===== src/pkg/ufw_defines.svh =====
/*
 Offsets, field positions, reset values and timing counts of the serial port block.
 Assumes it is included by bare name wherever these constants are needed.
*/
`ifndef UFW_DEFINES_SVH
`define UFW_DEFINES_SVH
`define UFW_OFS_SEND_PORT 8'h00
`define UFW_OFS_RECEIVE_PORT 8'h04
`define UFW_OFS_SEND_CONFIG 8'h08
`define UFW_OFS_RECEIVE_CONFIG 8'h0c
`define UFW_OFS_IRQ_ENABLE 8'h10
`define UFW_OFS_IRQ_PENDING 8'h14
`define UFW_OFS_BAUD_RATIO 8'h18
`define UFW_BIT_FLAG 31
`define UFW_BIT_ENABLE 0
`define UFW_BIT_NSTOP 1
`define UFW_LSB_LEVEL 16
`define UFW_MSB_LEVEL 18
`define UFW_BIT_IRQ_SEND 0
`define UFW_BIT_IRQ_RECV 1
`define UFW_RST_CONFIG 32'h0000_0000
`define UFW_RST_IRQ_ENABLE 2'h0
`define UFW_DIV_INIT 289
`define UFW_OVERSAMPLE 16
`define UFW_VOTE_FIRST 7
`endif


===== src/pkg/ufw_pkg.sv =====
/*
 Types shared by the serial port block.
 Assumes the constants header is compiled alongside.
*/
package ufw_pkg;
   typedef struct packed
   {
      logic [1:0] htrans;
      logic [31:0] haddr;
      logic hwrite;
      logic [2:0] hsize;
      logic hsel;
      logic hready;
   } ufw_ahb_req_type;
   typedef struct packed
   {
      logic [31:0] hrdata;
      logic hreadyout;
      logic hresp;
   } ufw_ahb_rsp_type;
   typedef struct packed
   {
      logic enable;
      logic two_stop;
      logic [2:0] level;
   } ufw_chan_cfg_type;
   typedef enum logic [1:0] {UFW_TX_IDLE, UFW_TX_START, UFW_TX_DATA, UFW_TX_STOP}
      ufw_tx_state_type;
   typedef enum logic [1:0] {UFW_RX_IDLE, UFW_RX_START, UFW_RX_DATA, UFW_RX_STOP}
      ufw_rx_state_type;
endpackage : ufw_pkg


===== src/logic/ufw_uart.sv =====
/*
 Serial transmitter and receiver with eight-entry queues, a baud ratio and watermark
 events, reached as an AHB-Lite slave. Assumes one clock, hclk at 40 MHz, and a
 remote partner that keeps to the character format.
*/
// Implementation choice: the AHB-Lite slave port.
`include "ufw_defines.svh"
module ufw_uart #(
   parameter int DEPTH = 8,
   parameter int DIV_WIDTH = 20,
   parameter logic [19:0] DIV_INIT = 20'(`UFW_DIV_INIT)
) (
   input wire logic hclk,
   input wire logic hresetn,
   input wire ufw_pkg::ufw_ahb_req_type ahb_req,
   input wire logic [31:0] hwdata,
   output ufw_pkg::ufw_ahb_rsp_type ahb_rsp,
   input wire logic rxd,
   output logic txd,
   output logic event_irq
);
   import ufw_pkg::*;
   localparam int AW = $clog2(DEPTH);
   ////////////////////////////////////////////////////////////////////////////////
   logic wr_pend;
   logic rd_pend;
   logic [7:0] addr_q;
   ufw_chan_cfg_type send_cfg;
   ufw_chan_cfg_type recv_cfg;
   logic [1:0] irq_enable;
   logic [DIV_WIDTH-1:0] baud_ratio;
   logic [7:0] txq [DEPTH];
   logic [7:0] rxq [DEPTH];
   logic [AW:0] tx_wp, tx_rp, rx_wp, rx_rp;
   logic [AW:0] tx_count, rx_count;
   logic tx_full, rx_empty;
   logic tx_push, tx_pop, rx_push, rx_pop;
   logic [7:0] rx_byte;
   logic [1:0] pending;
   logic addr_ok;
   assign tx_count = tx_wp - tx_rp;
   assign rx_count = rx_wp - rx_rp;
   assign tx_full = tx_count == (AW+1)'(DEPTH);
   assign rx_empty = rx_count == '0;
   assign addr_ok = ahb_req.hsel && ahb_req.hready && ahb_req.htrans[1];
   // Pending bits follow the counts combinationally; there is nothing to clear.
   assign pending[`UFW_BIT_IRQ_SEND] = tx_count < {1'b0, send_cfg.level};
   assign pending[`UFW_BIT_IRQ_RECV] = rx_count > {1'b0, recv_cfg.level};
   ////////////////////////////////////////////////////////////////////////////////
   // Writes answer with no wait state; every read answers after one wait state.
   always_ff @(posedge hclk or negedge hresetn)
   begin
      if (!hresetn)
      begin
         wr_pend <= 1'b0;
         rd_pend <= 1'b0;
         addr_q <= 8'h00;
      end
      else
      begin
         wr_pend <= addr_ok && ahb_req.hwrite;
         rd_pend <= addr_ok && !ahb_req.hwrite;
         if (addr_ok)
            addr_q <= ahb_req.haddr[7:0];
      end
   end
   // Read data are captured in the read's data phase, after a write still in its own data
   // phase has landed, so a read straight after a write never returns stale state.
   always_ff @(posedge hclk or negedge hresetn)
   begin
      if (!hresetn)
         ahb_rsp <= '{hrdata: 32'h0000_0000, hreadyout: 1'b1, hresp: 1'b0};
      else
      begin
         ahb_rsp.hreadyout <= !(addr_ok && !ahb_req.hwrite);
         ahb_rsp.hresp <= 1'b0;
         ahb_rsp.hrdata <= 32'h0000_0000;
         if (rd_pend)
            unique case (addr_q)
               `UFW_OFS_SEND_PORT: ahb_rsp.hrdata[`UFW_BIT_FLAG] <= tx_full;
               `UFW_OFS_RECEIVE_PORT:
               begin
                  ahb_rsp.hrdata[`UFW_BIT_FLAG] <= rx_empty;
                  ahb_rsp.hrdata[7:0] <= rxq[rx_rp[AW-1:0]];
               end
               `UFW_OFS_SEND_CONFIG:
               begin
                  ahb_rsp.hrdata[`UFW_BIT_ENABLE] <= send_cfg.enable;
                  ahb_rsp.hrdata[`UFW_BIT_NSTOP] <= send_cfg.two_stop;
                  ahb_rsp.hrdata[`UFW_MSB_LEVEL:`UFW_LSB_LEVEL] <= send_cfg.level;
               end
               `UFW_OFS_RECEIVE_CONFIG:
               begin
                  ahb_rsp.hrdata[`UFW_BIT_ENABLE] <= recv_cfg.enable;
                  ahb_rsp.hrdata[`UFW_MSB_LEVEL:`UFW_LSB_LEVEL] <= recv_cfg.level;
               end
               `UFW_OFS_IRQ_ENABLE: ahb_rsp.hrdata[1:0] <= irq_enable;
               `UFW_OFS_IRQ_PENDING: ahb_rsp.hrdata[1:0] <= pending;
               `UFW_OFS_BAUD_RATIO: ahb_rsp.hrdata[DIV_WIDTH-1:0] <= baud_ratio;
               default: ahb_rsp.hrdata <= 32'h0000_0000;
            endcase
      end
   end
   // A receive read pops at the edge that captures its data.
   assign rx_pop = rd_pend && addr_q == `UFW_OFS_RECEIVE_PORT && !rx_empty;
   assign tx_push = wr_pend && addr_q == `UFW_OFS_SEND_PORT && !tx_full;
   ////////////////////////////////////////////////////////////////////////////////
   // Writes to the receive port and the pending register fall through unused.
   always_ff @(posedge hclk or negedge hresetn)
   begin
      if (!hresetn)
      begin
         send_cfg <= '0;
         recv_cfg <= '0;
         irq_enable <= `UFW_RST_IRQ_ENABLE;
         baud_ratio <= DIV_WIDTH'(DIV_INIT);
      end
      else if (wr_pend)
      begin
         unique case (addr_q)
            `UFW_OFS_SEND_CONFIG:
            begin
               send_cfg.enable <= hwdata[`UFW_BIT_ENABLE];
               send_cfg.two_stop <= hwdata[`UFW_BIT_NSTOP];
               send_cfg.level <= hwdata[`UFW_MSB_LEVEL:`UFW_LSB_LEVEL];
            end
            `UFW_OFS_RECEIVE_CONFIG:
            begin
               recv_cfg.enable <= hwdata[`UFW_BIT_ENABLE];
               recv_cfg.level <= hwdata[`UFW_MSB_LEVEL:`UFW_LSB_LEVEL];
            end
            `UFW_OFS_IRQ_ENABLE: irq_enable <= hwdata[1:0];
            `UFW_OFS_BAUD_RATIO: baud_ratio <= hwdata[DIV_WIDTH-1:0];
            default: irq_enable <= irq_enable;
         endcase
      end
   end
   ////////////////////////////////////////////////////////////////////////////////
   // Queue storage; pointers carry one extra bit so full and empty are distinct.
   always_ff @(posedge hclk)
   begin
      if (tx_push)
         txq[tx_wp[AW-1:0]] <= hwdata[7:0];
      if (rx_push)
         rxq[rx_wp[AW-1:0]] <= rx_byte;
   end
   always_ff @(posedge hclk or negedge hresetn)
   begin
      if (!hresetn)
      begin
         tx_wp <= '0;
         tx_rp <= '0;
         rx_wp <= '0;
         rx_rp <= '0;
      end
      else
      begin
         tx_wp <= tx_wp + (AW+1)'(tx_push);
         tx_rp <= tx_rp + (AW+1)'(tx_pop);
         rx_wp <= rx_wp + (AW+1)'(rx_push);
         rx_rp <= rx_rp + (AW+1)'(rx_pop);
      end
   end
   always_ff @(posedge hclk or negedge hresetn)
   begin
      if (!hresetn)
         event_irq <= 1'b0;
      else
         event_irq <= |(pending & irq_enable);
   end
   ////////////////////////////////////////////////////////////////////////////////
   // Transmit bit timer: one bit lasts baud_ratio+1 clocks.
   ufw_tx_state_type tx_state;
   logic [DIV_WIDTH-1:0] tx_tick;
   logic [7:0] tx_shift;
   logic [2:0] tx_bit;
   logic tx_bit_end;
   assign tx_bit_end = tx_tick == '0;
   assign tx_pop = tx_state == UFW_TX_IDLE && send_cfg.enable && tx_count != '0;
   always_ff @(posedge hclk or negedge hresetn)
   begin
      if (!hresetn)
      begin
         tx_state <= UFW_TX_IDLE;
         tx_tick <= '0;
         tx_shift <= 8'h00;
         tx_bit <= 3'h0;
         txd <= 1'b1;
      end
      else
      begin
         tx_tick <= tx_bit_end ? baud_ratio : tx_tick - DIV_WIDTH'(1);
         unique case (tx_state)
            UFW_TX_IDLE:
            begin
               txd <= 1'b1;
               if (tx_pop)
               begin
                  tx_shift <= txq[tx_rp[AW-1:0]];
                  tx_tick <= baud_ratio;
                  txd <= 1'b0;
                  tx_state <= UFW_TX_START;
               end
            end
            UFW_TX_START:
               if (tx_bit_end)
               begin
                  txd <= tx_shift[0];
                  tx_shift <= tx_shift >> 1;
                  tx_bit <= 3'h0;
                  tx_state <= UFW_TX_DATA;
               end
            UFW_TX_DATA:
               if (tx_bit_end)
               begin
                  if (tx_bit == 3'h7)
                  begin
                     txd <= 1'b1;
                     tx_bit <= {2'h0, send_cfg.two_stop};
                     tx_state <= UFW_TX_STOP;
                  end
                  else
                  begin
                     txd <= tx_shift[0];
                     tx_shift <= tx_shift >> 1;
                     tx_bit <= tx_bit + 3'h1;
                  end
               end
            UFW_TX_STOP:
               if (tx_bit_end)
               begin
                  if (tx_bit == 3'h0)
                     tx_state <= UFW_TX_IDLE;
                  else
                     tx_bit <= 3'h0;
               end
         endcase
      end
   end
   ////////////////////////////////////////////////////////////////////////////////
   // Three-stage input synchroniser; a change counts when stages two and three agree.
   logic [2:0] rx_sync;
   logic rx_line;
   always_ff @(posedge hclk or negedge hresetn)
   begin
      if (!hresetn)
      begin
         rx_sync <= 3'h7;
         rx_line <= 1'b1;
      end
      else
      begin
         rx_sync <= {rx_sync[1:0], rxd};
         if (rx_sync[1] == rx_sync[2])
            rx_line <= rx_sync[2];
      end
   end
   // Sixteen oversample ticks are spread over every baud_ratio+1 clocks by a fractional
   // accumulator, so both directions keep one bit rate; ratios below fifteen break this.
   logic [DIV_WIDTH:0] os_acc;
   logic [DIV_WIDTH:0] os_sum;
   logic os_tick;
   assign os_sum = os_acc + (DIV_WIDTH+1)'(`UFW_OVERSAMPLE);
   assign os_tick = os_sum > {1'b0, baud_ratio};
   always_ff @(posedge hclk or negedge hresetn)
   begin
      if (!hresetn)
         os_acc <= '0;
      else if (os_tick)
         os_acc <= os_sum - {1'b0, baud_ratio} - (DIV_WIDTH+1)'(1);
      else
         os_acc <= os_sum;
   end
   ufw_rx_state_type rx_state;
   logic [3:0] rx_phase;
   logic [2:0] rx_votes;
   logic [2:0] rx_bit;
   logic rx_value;
   assign rx_value = (rx_votes[0] & rx_votes[1]) | (rx_votes[1] & rx_votes[2])
      | (rx_votes[0] & rx_votes[2]);
   assign rx_push = rx_state == UFW_RX_STOP && os_tick && rx_phase == 4'hf
      && rx_value && recv_cfg.enable && !rx_full_guard();
   function automatic logic rx_full_guard();
      return rx_count == (AW+1)'(DEPTH);
   endfunction : rx_full_guard
   always_ff @(posedge hclk or negedge hresetn)
   begin
      if (!hresetn)
      begin
         rx_state <= UFW_RX_IDLE;
         rx_phase <= 4'h0;
         rx_votes <= 3'h7;
         rx_bit <= 3'h0;
         rx_byte <= 8'h00;
      end
      else if (!recv_cfg.enable)
         rx_state <= UFW_RX_IDLE;
      else if (os_tick)
      begin
         rx_phase <= rx_phase + 4'h1;
         if (rx_phase >= 4'(`UFW_VOTE_FIRST) && rx_phase <= 4'(`UFW_VOTE_FIRST + 2))
            rx_votes <= {rx_votes[1:0], rx_line};
         unique case (rx_state)
            UFW_RX_IDLE:
               if (!rx_line)
               begin
                  rx_phase <= 4'h1;
                  rx_state <= UFW_RX_START;
               end
            UFW_RX_START:
               if (rx_phase == 4'hf)
               begin
                  rx_bit <= 3'h0;
                  rx_state <= rx_value ? UFW_RX_IDLE : UFW_RX_DATA;
               end
            UFW_RX_DATA:
               if (rx_phase == 4'hf)
               begin
                  rx_byte <= {rx_value, rx_byte[7:1]};
                  rx_bit <= rx_bit + 3'h1;
                  if (rx_bit == 3'h7)
                     rx_state <= UFW_RX_STOP;
               end
            UFW_RX_STOP:
               if (rx_phase == 4'hf)
                  rx_state <= UFW_RX_IDLE;
         endcase
      end
   end
   ////////////////////////////////////////////////////////////////////////////////
   property p_tx_full_drop;
      @(posedge hclk) disable iff (!hresetn)
      (wr_pend && addr_q == `UFW_OFS_SEND_PORT && tx_full) |=> $stable(tx_wp);
   endproperty
   a_tx_full_drop: assert property (p_tx_full_drop) else $error("write into full queue");
   property p_tx_idle_high;
      @(posedge hclk) disable iff (!hresetn)
      (!send_cfg.enable && tx_state == UFW_TX_IDLE) [*2] |-> txd;
   endproperty
   a_tx_idle_high: assert property (p_tx_idle_high) else $error("line low while off");
   property p_rx_off;
      @(posedge hclk) disable iff (!hresetn)
      !recv_cfg.enable |=> !rx_push;
   endproperty
   a_rx_off: assert property (p_rx_off) else $error("push while disabled");
   property p_rx_pop;
      @(posedge hclk) disable iff (!hresetn)
      rx_pop |=> rx_rp == $past(rx_rp) + (AW+1)'(1);
   endproperty
   a_rx_pop: assert property (p_rx_pop) else $error("read did not pop");
   property p_empty_flag;
      @(posedge hclk) disable iff (!hresetn)
      (rd_pend && addr_q == `UFW_OFS_RECEIVE_PORT && rx_empty) |=> ahb_rsp.hrdata[31];
   endproperty
   a_empty_flag: assert property (p_empty_flag) else $error("empty not flagged");
   property p_event;
      @(posedge hclk) disable iff (!hresetn)
      ##1 event_irq == $past(|(pending & irq_enable));
   endproperty
   a_event: assert property (p_event) else $error("event mismatch");
   property p_count_bound;
      @(posedge hclk) disable iff (!hresetn)
      tx_count <= (AW+1)'(DEPTH) && rx_count <= (AW+1)'(DEPTH);
   endproperty
   a_count_bound: assert property (p_count_bound) else $error("queue overflow");
   property p_start_low;
      @(posedge hclk) disable iff (!hresetn)
      tx_pop |=> !txd && tx_state == UFW_TX_START;
   endproperty
   a_start_low: assert property (p_start_low) else $error("no start bit");
   c_tx_char: cover property (@(posedge hclk) tx_state == UFW_TX_STOP ##1 tx_state == UFW_TX_IDLE);
   c_rx_char: cover property (@(posedge hclk) rx_push);
   c_tx_full: cover property (@(posedge hclk) tx_full);
endmodule : ufw_uart


===== config.mk =====
export PLATFORM = sky130hd
export DESIGN_NAME = ufw_uart
export DESIGN_NICKNAME = d
export VERILOG_FILES = /design/src/pkg/ufw_pkg.sv /design/src/logic/ufw_uart.sv
export VERILOG_INCLUDE_DIRS = /design/src /design/src/pkg
export SDC_FILE = /design/constraint.sdc
export NUM_CORES = 1
export LEC_CHECK = 0
export BUFFER_PORTS_ARGS = -buffer_cell sky130_fd_sc_hd__buf_2
export CAP_MARGIN = 20
export CELL_PAD_IN_SITES_DETAIL_PLACEMENT = 1
export CELL_PAD_IN_SITES_GLOBAL_PLACEMENT = 1
export CORE_MARGIN = 3
export CORE_UTILIZATION = 38
export DETAILED_ROUTE_END_ITERATION = 10
export HOLD_SLACK_MARGIN = 0.12
export PLACE_DENSITY_LB_ADDON = 0.1
export SYNTH_ARGS = -nofsm -noshare
export SYNTH_HDL_FRONTEND = slang
export SYNTH_SLANG_ARGS = --single-unit

===== constraint.sdc =====
create_clock -name hclk -period 8.56 [get_ports hclk]
set_input_delay 1.712 -clock hclk [delete_from_list [all_inputs] [get_ports hclk]]
set_output_delay 1.712 -clock hclk [all_outputs]
set_load 0.05 [all_outputs]

==> run summary <==
Iteration count of the initial detailed-routing pass: 4
Share of layout cells above drive strength 1: 0.212
Total global routing overflow: 0
Clock transition at the registers of the reported paths: 0.05 ns
Via count of the first global-routing pass: 9283
Die area: 39300 sq um
Post-DP HPWL: 23500 um
Period utilisation layout: 0.557
Core footprint: 36000 sq um
Setup Buffers After CTS: 0
TritonCTS clock tree: yes
Largest net degree at the start of global routing: 85
Power density normalized to cell area: 313 nW/um^2
Type of the tightest min-delay check: reg -> reg
GRT Resource Usage Total: 0.176
Worst-skew pair later-pin latency: 0.55 ns
Count of flip-flops with a built-in enable after synthesis: 128
Max Fanout on Critical Path: 21
Distinct cell type count after synthesis: 81
Final-report hold violation count: 0
Area post-placement: 14900 sq um
Port Buffers: 58
Number of cells produced by synthesis: 1085
Setup repair after global routing missed its margin: false
Fraction of the mapped netlist area in adder cells: 0.0592
Cell at the root of the clock tree: clkbuf_16
Commonest register cell after synthesis: dfrtp_1
Std cell rows: 69
Antenna violations before repair: 0
Result of the run: completed
Number of cells upsized or downsized after cts: 0
Critical Path RT: 8.98 ns
Worst max-slew margin expressed relative to the limit: 0.313
Most common library cells after synthesis: dfrtp_1 (147), edfxtp_1 (128), inv_1 (68)
Maximum resistive drop on vdd: 0.132 mV
Critical path launch point type: flip-flop
Combinational family with the most area after synthesis: multiplexers
Synth area leader: edfxtp_1
Mux share of post-synthesis cell area: 0.139
Number of nets in the finished design: 1302
Fraction of synthesis flops using an asynchronous set or reset pin: 0.554
Count of H-tree levels built during CTS: 2
Endpoint type of the worst setup path: flip-flop
Least-Margin Pin Slew: 1.03 ns
Largest incremental delay on the critical path: 0.67 ns
Post-synth design cell area: 14000 sq um
Simple-gate area share of the yosys netlist: 0.0895
Most instantiated library cell after synthesis: dfrtp_1
CTS max path bufs: 3
GP Congestion: 0.771
Die Y: 198 um
Compound-cell area share of the yosys netlist: 0.0831
Number of nets still failing antenna checks after routing: 0
Mean Syn Cell Area: 12.9 sq um
Setup Viol. Count Final: 0
Achievable frequency: 210 MHz
Endpoint arrival time on the critical path: 5.18 ns
First-pass GRT wire length: 53400 um
Diode insertion count for antenna repair: 0
Portion of synthesized cell area occupied by the leading cell type: 0.274
Number of violations reported at the end of detailed-routing iteration 0: 405
Post-synthesis register bit count: 287
Syn. warnings: 0
Floorplan die width: 198 um
DRC Markers: 0
Post-Route Skew: 0.0269 ns
Slew Viols, Final: 0
Buffers and inverters on the worst path: 2
Leak: 0.00661 uW
Worst-path cell chain: nand4_1, nor2_1, nand3_1, nor2_1, xnor2_1, inv_1, ha_1, and4_1, nand4_1, or3_1, a31o_1, buf_4, o21ai_1, nor2_1, ha_1, ha_1, xor2_1
Proportion of synthesized chip area in sequential cells: 0.558
Post-route minimum period: 4.77 ns
Routed vias: 8746
Drt via density: 5.30
Top cell family by delay on the critical path: simple AND/OR/NAND/NOR gates
Area growth, synth to finish: 14.8%
Final-layout setup total negative slack: 0 ns
Layout Cell Area excl Fill: 16100 sq um
DR WL/cell: 20.4 um
CTS Buf Count: 35
Area contributors post-synth: edfxtp_1 (27%), dfrtp_1 (26%), ha_1 (5.3%)
Slowest library cell on the worst path: o21ai_1
Hold_buf cts: 0
Initial Util: 0.390
Path type of the worst setup path: reg -> reg
Total I/O pin count: 111
Detailed Route WL: 33700 um
# Max-Cap Violations: 0
End-of-flow core utilization: 0.447
Area share of xor/xnor cells in the synthesized design: 0.0362
Clock sinks: 287
-- final cells by class --
class                      instances  area [sq um]
clock buffer                      45           983
clock inverter                    17           209
fill                            3730         19900
inverter                          70           263
multi-input combinational        696          5780
sequential                       287          7840
tap                              461           577
timing repair buffer              74           457
-- metal layers --
| layer | global-route usage | vias to the layer above | part of all wire |
|---|---|---|---|
| met5 | 0 | - | 0 |
| met1 | 0.242 | 4475 | 0.47 |
| met3 | 0.0328 | 38 | 0.034 |
| li1 | - | 4142 | - |
| met4 | 0.0417 | 0 | 0.017 |
| met2 | 0.289 | 91 | 0.48 |
-- final timing paths --
check / start / endpoint / slack (ns) / depth (start not counted)
min in group asynchronous: hresetn / tx_shift[4]$_DFFE_PN0P_ / 1.20 / 1
worst min-delay path: rx_sync[0]$_DFF_PN1_ / rx_sync[1]$_DFF_PN1_ / 0.35 / 0
worst max register to register: os_acc[6]$_DFF_PN0_ / rx_wp[2]$_DFF_PN0_ / 3.79 / 17
worst min register to register: rx_sync[0]$_DFF_PN1_ / rx_sync[1]$_DFF_PN1_ / 0.35 / 0
max in group asynchronous: hresetn / txd$_DFFE_PN1P_ / 6.11 / 3
worst max-delay path: os_acc[6]$_DFF_PN0_ / rx_wp[2]$_DFF_PN0_ / 3.79 / 17
-- metrics by stage --
| stage | std cells | hold slack [ns] | setup slack (ns) | power (uW) |
|---|---|---|---|---|
| floorplan | 1096 | 0.345 | 4.49 | 3140 |
| global placement | 1586 | 0.347 | 3.84 | 3530 |
| detailed placement | 1587 | 0.347 | 3.75 | 3570 |
| CTS | 1649 | 0.355 | 3.75 | 5130 |
| global route | 1650 | 0.363 | 3.42 | 5400 |
| finish | 1650 | 0.354 | 3.79 | 5050 |
-- cells in the final DEF (no fill, tap or decap), types with 10 or more instances in the layout --
| cell | synthesis | layout |
|---|---|---|
| clkbuf_16 | 0 | 35 |
| a21oi_1 | 46 | 46 |
| nand2_1 | 57 | 57 |
| and3_1 | 14 | 14 |
| o21ai_0 | 46 | 46 |
| ha_1 | 60 | 60 |
| xnor2_1 | 33 | 33 |
| mux2i_1 | 44 | 44 |
| conb_1 | 1 | 12 |
| nor4_1 | 12 | 12 |
| nand4_1 | 11 | 11 |
| mux2_2 | 51 | 51 |
| nand3_1 | 18 | 18 |
| dfstp_2 | 12 | 12 |
| a21o_1 | 10 | 10 |
| nor3_1 | 24 | 23 |
| dfrtp_1 | 147 | 147 |
| xor2_1 | 25 | 25 |
| inv_1 | 68 | 68 |
| mux4_2 | 32 | 32 |
| buf_4 | 12 | 14 |
| buf_2 | 8 | 57 |
| nand2b_1 | 11 | 11 |
| nor2_1 | 50 | 50 |
| edfxtp_1 | 128 | 128 |
-- state kept, by name, indices dropped and copies added (netlist names), 5 cells and up --
signal,cells
tx_shift,8
rxq,64
baud_ratio,20
rx_byte,8
send_cfg,5
addr_q,8
txq,64
ahb_rsp,22
tx_tick,20
os_acc,21
-- kinds of logic after synthesis --
logic type / after synthesis
AO/OA/AOI/OAI: 176
other: 1
adder cells (fa/ha/maj): 65
multiplexers: 144
flip-flops: 287
AND/OR/NAND/NOR: 241
XOR/XNOR: 58
buffers and inverters: 113
-- where the power goes --
part	internal (uW)	switching [uW]	leakage [uW]	total, uW
registers	1620	184	0.00312	1800
clock network	934	588	0.000592	1520
logic	757	966	0.00290	1720
total	3310	1740	0.00661	5050
Power figures use the tool's default switching activity.
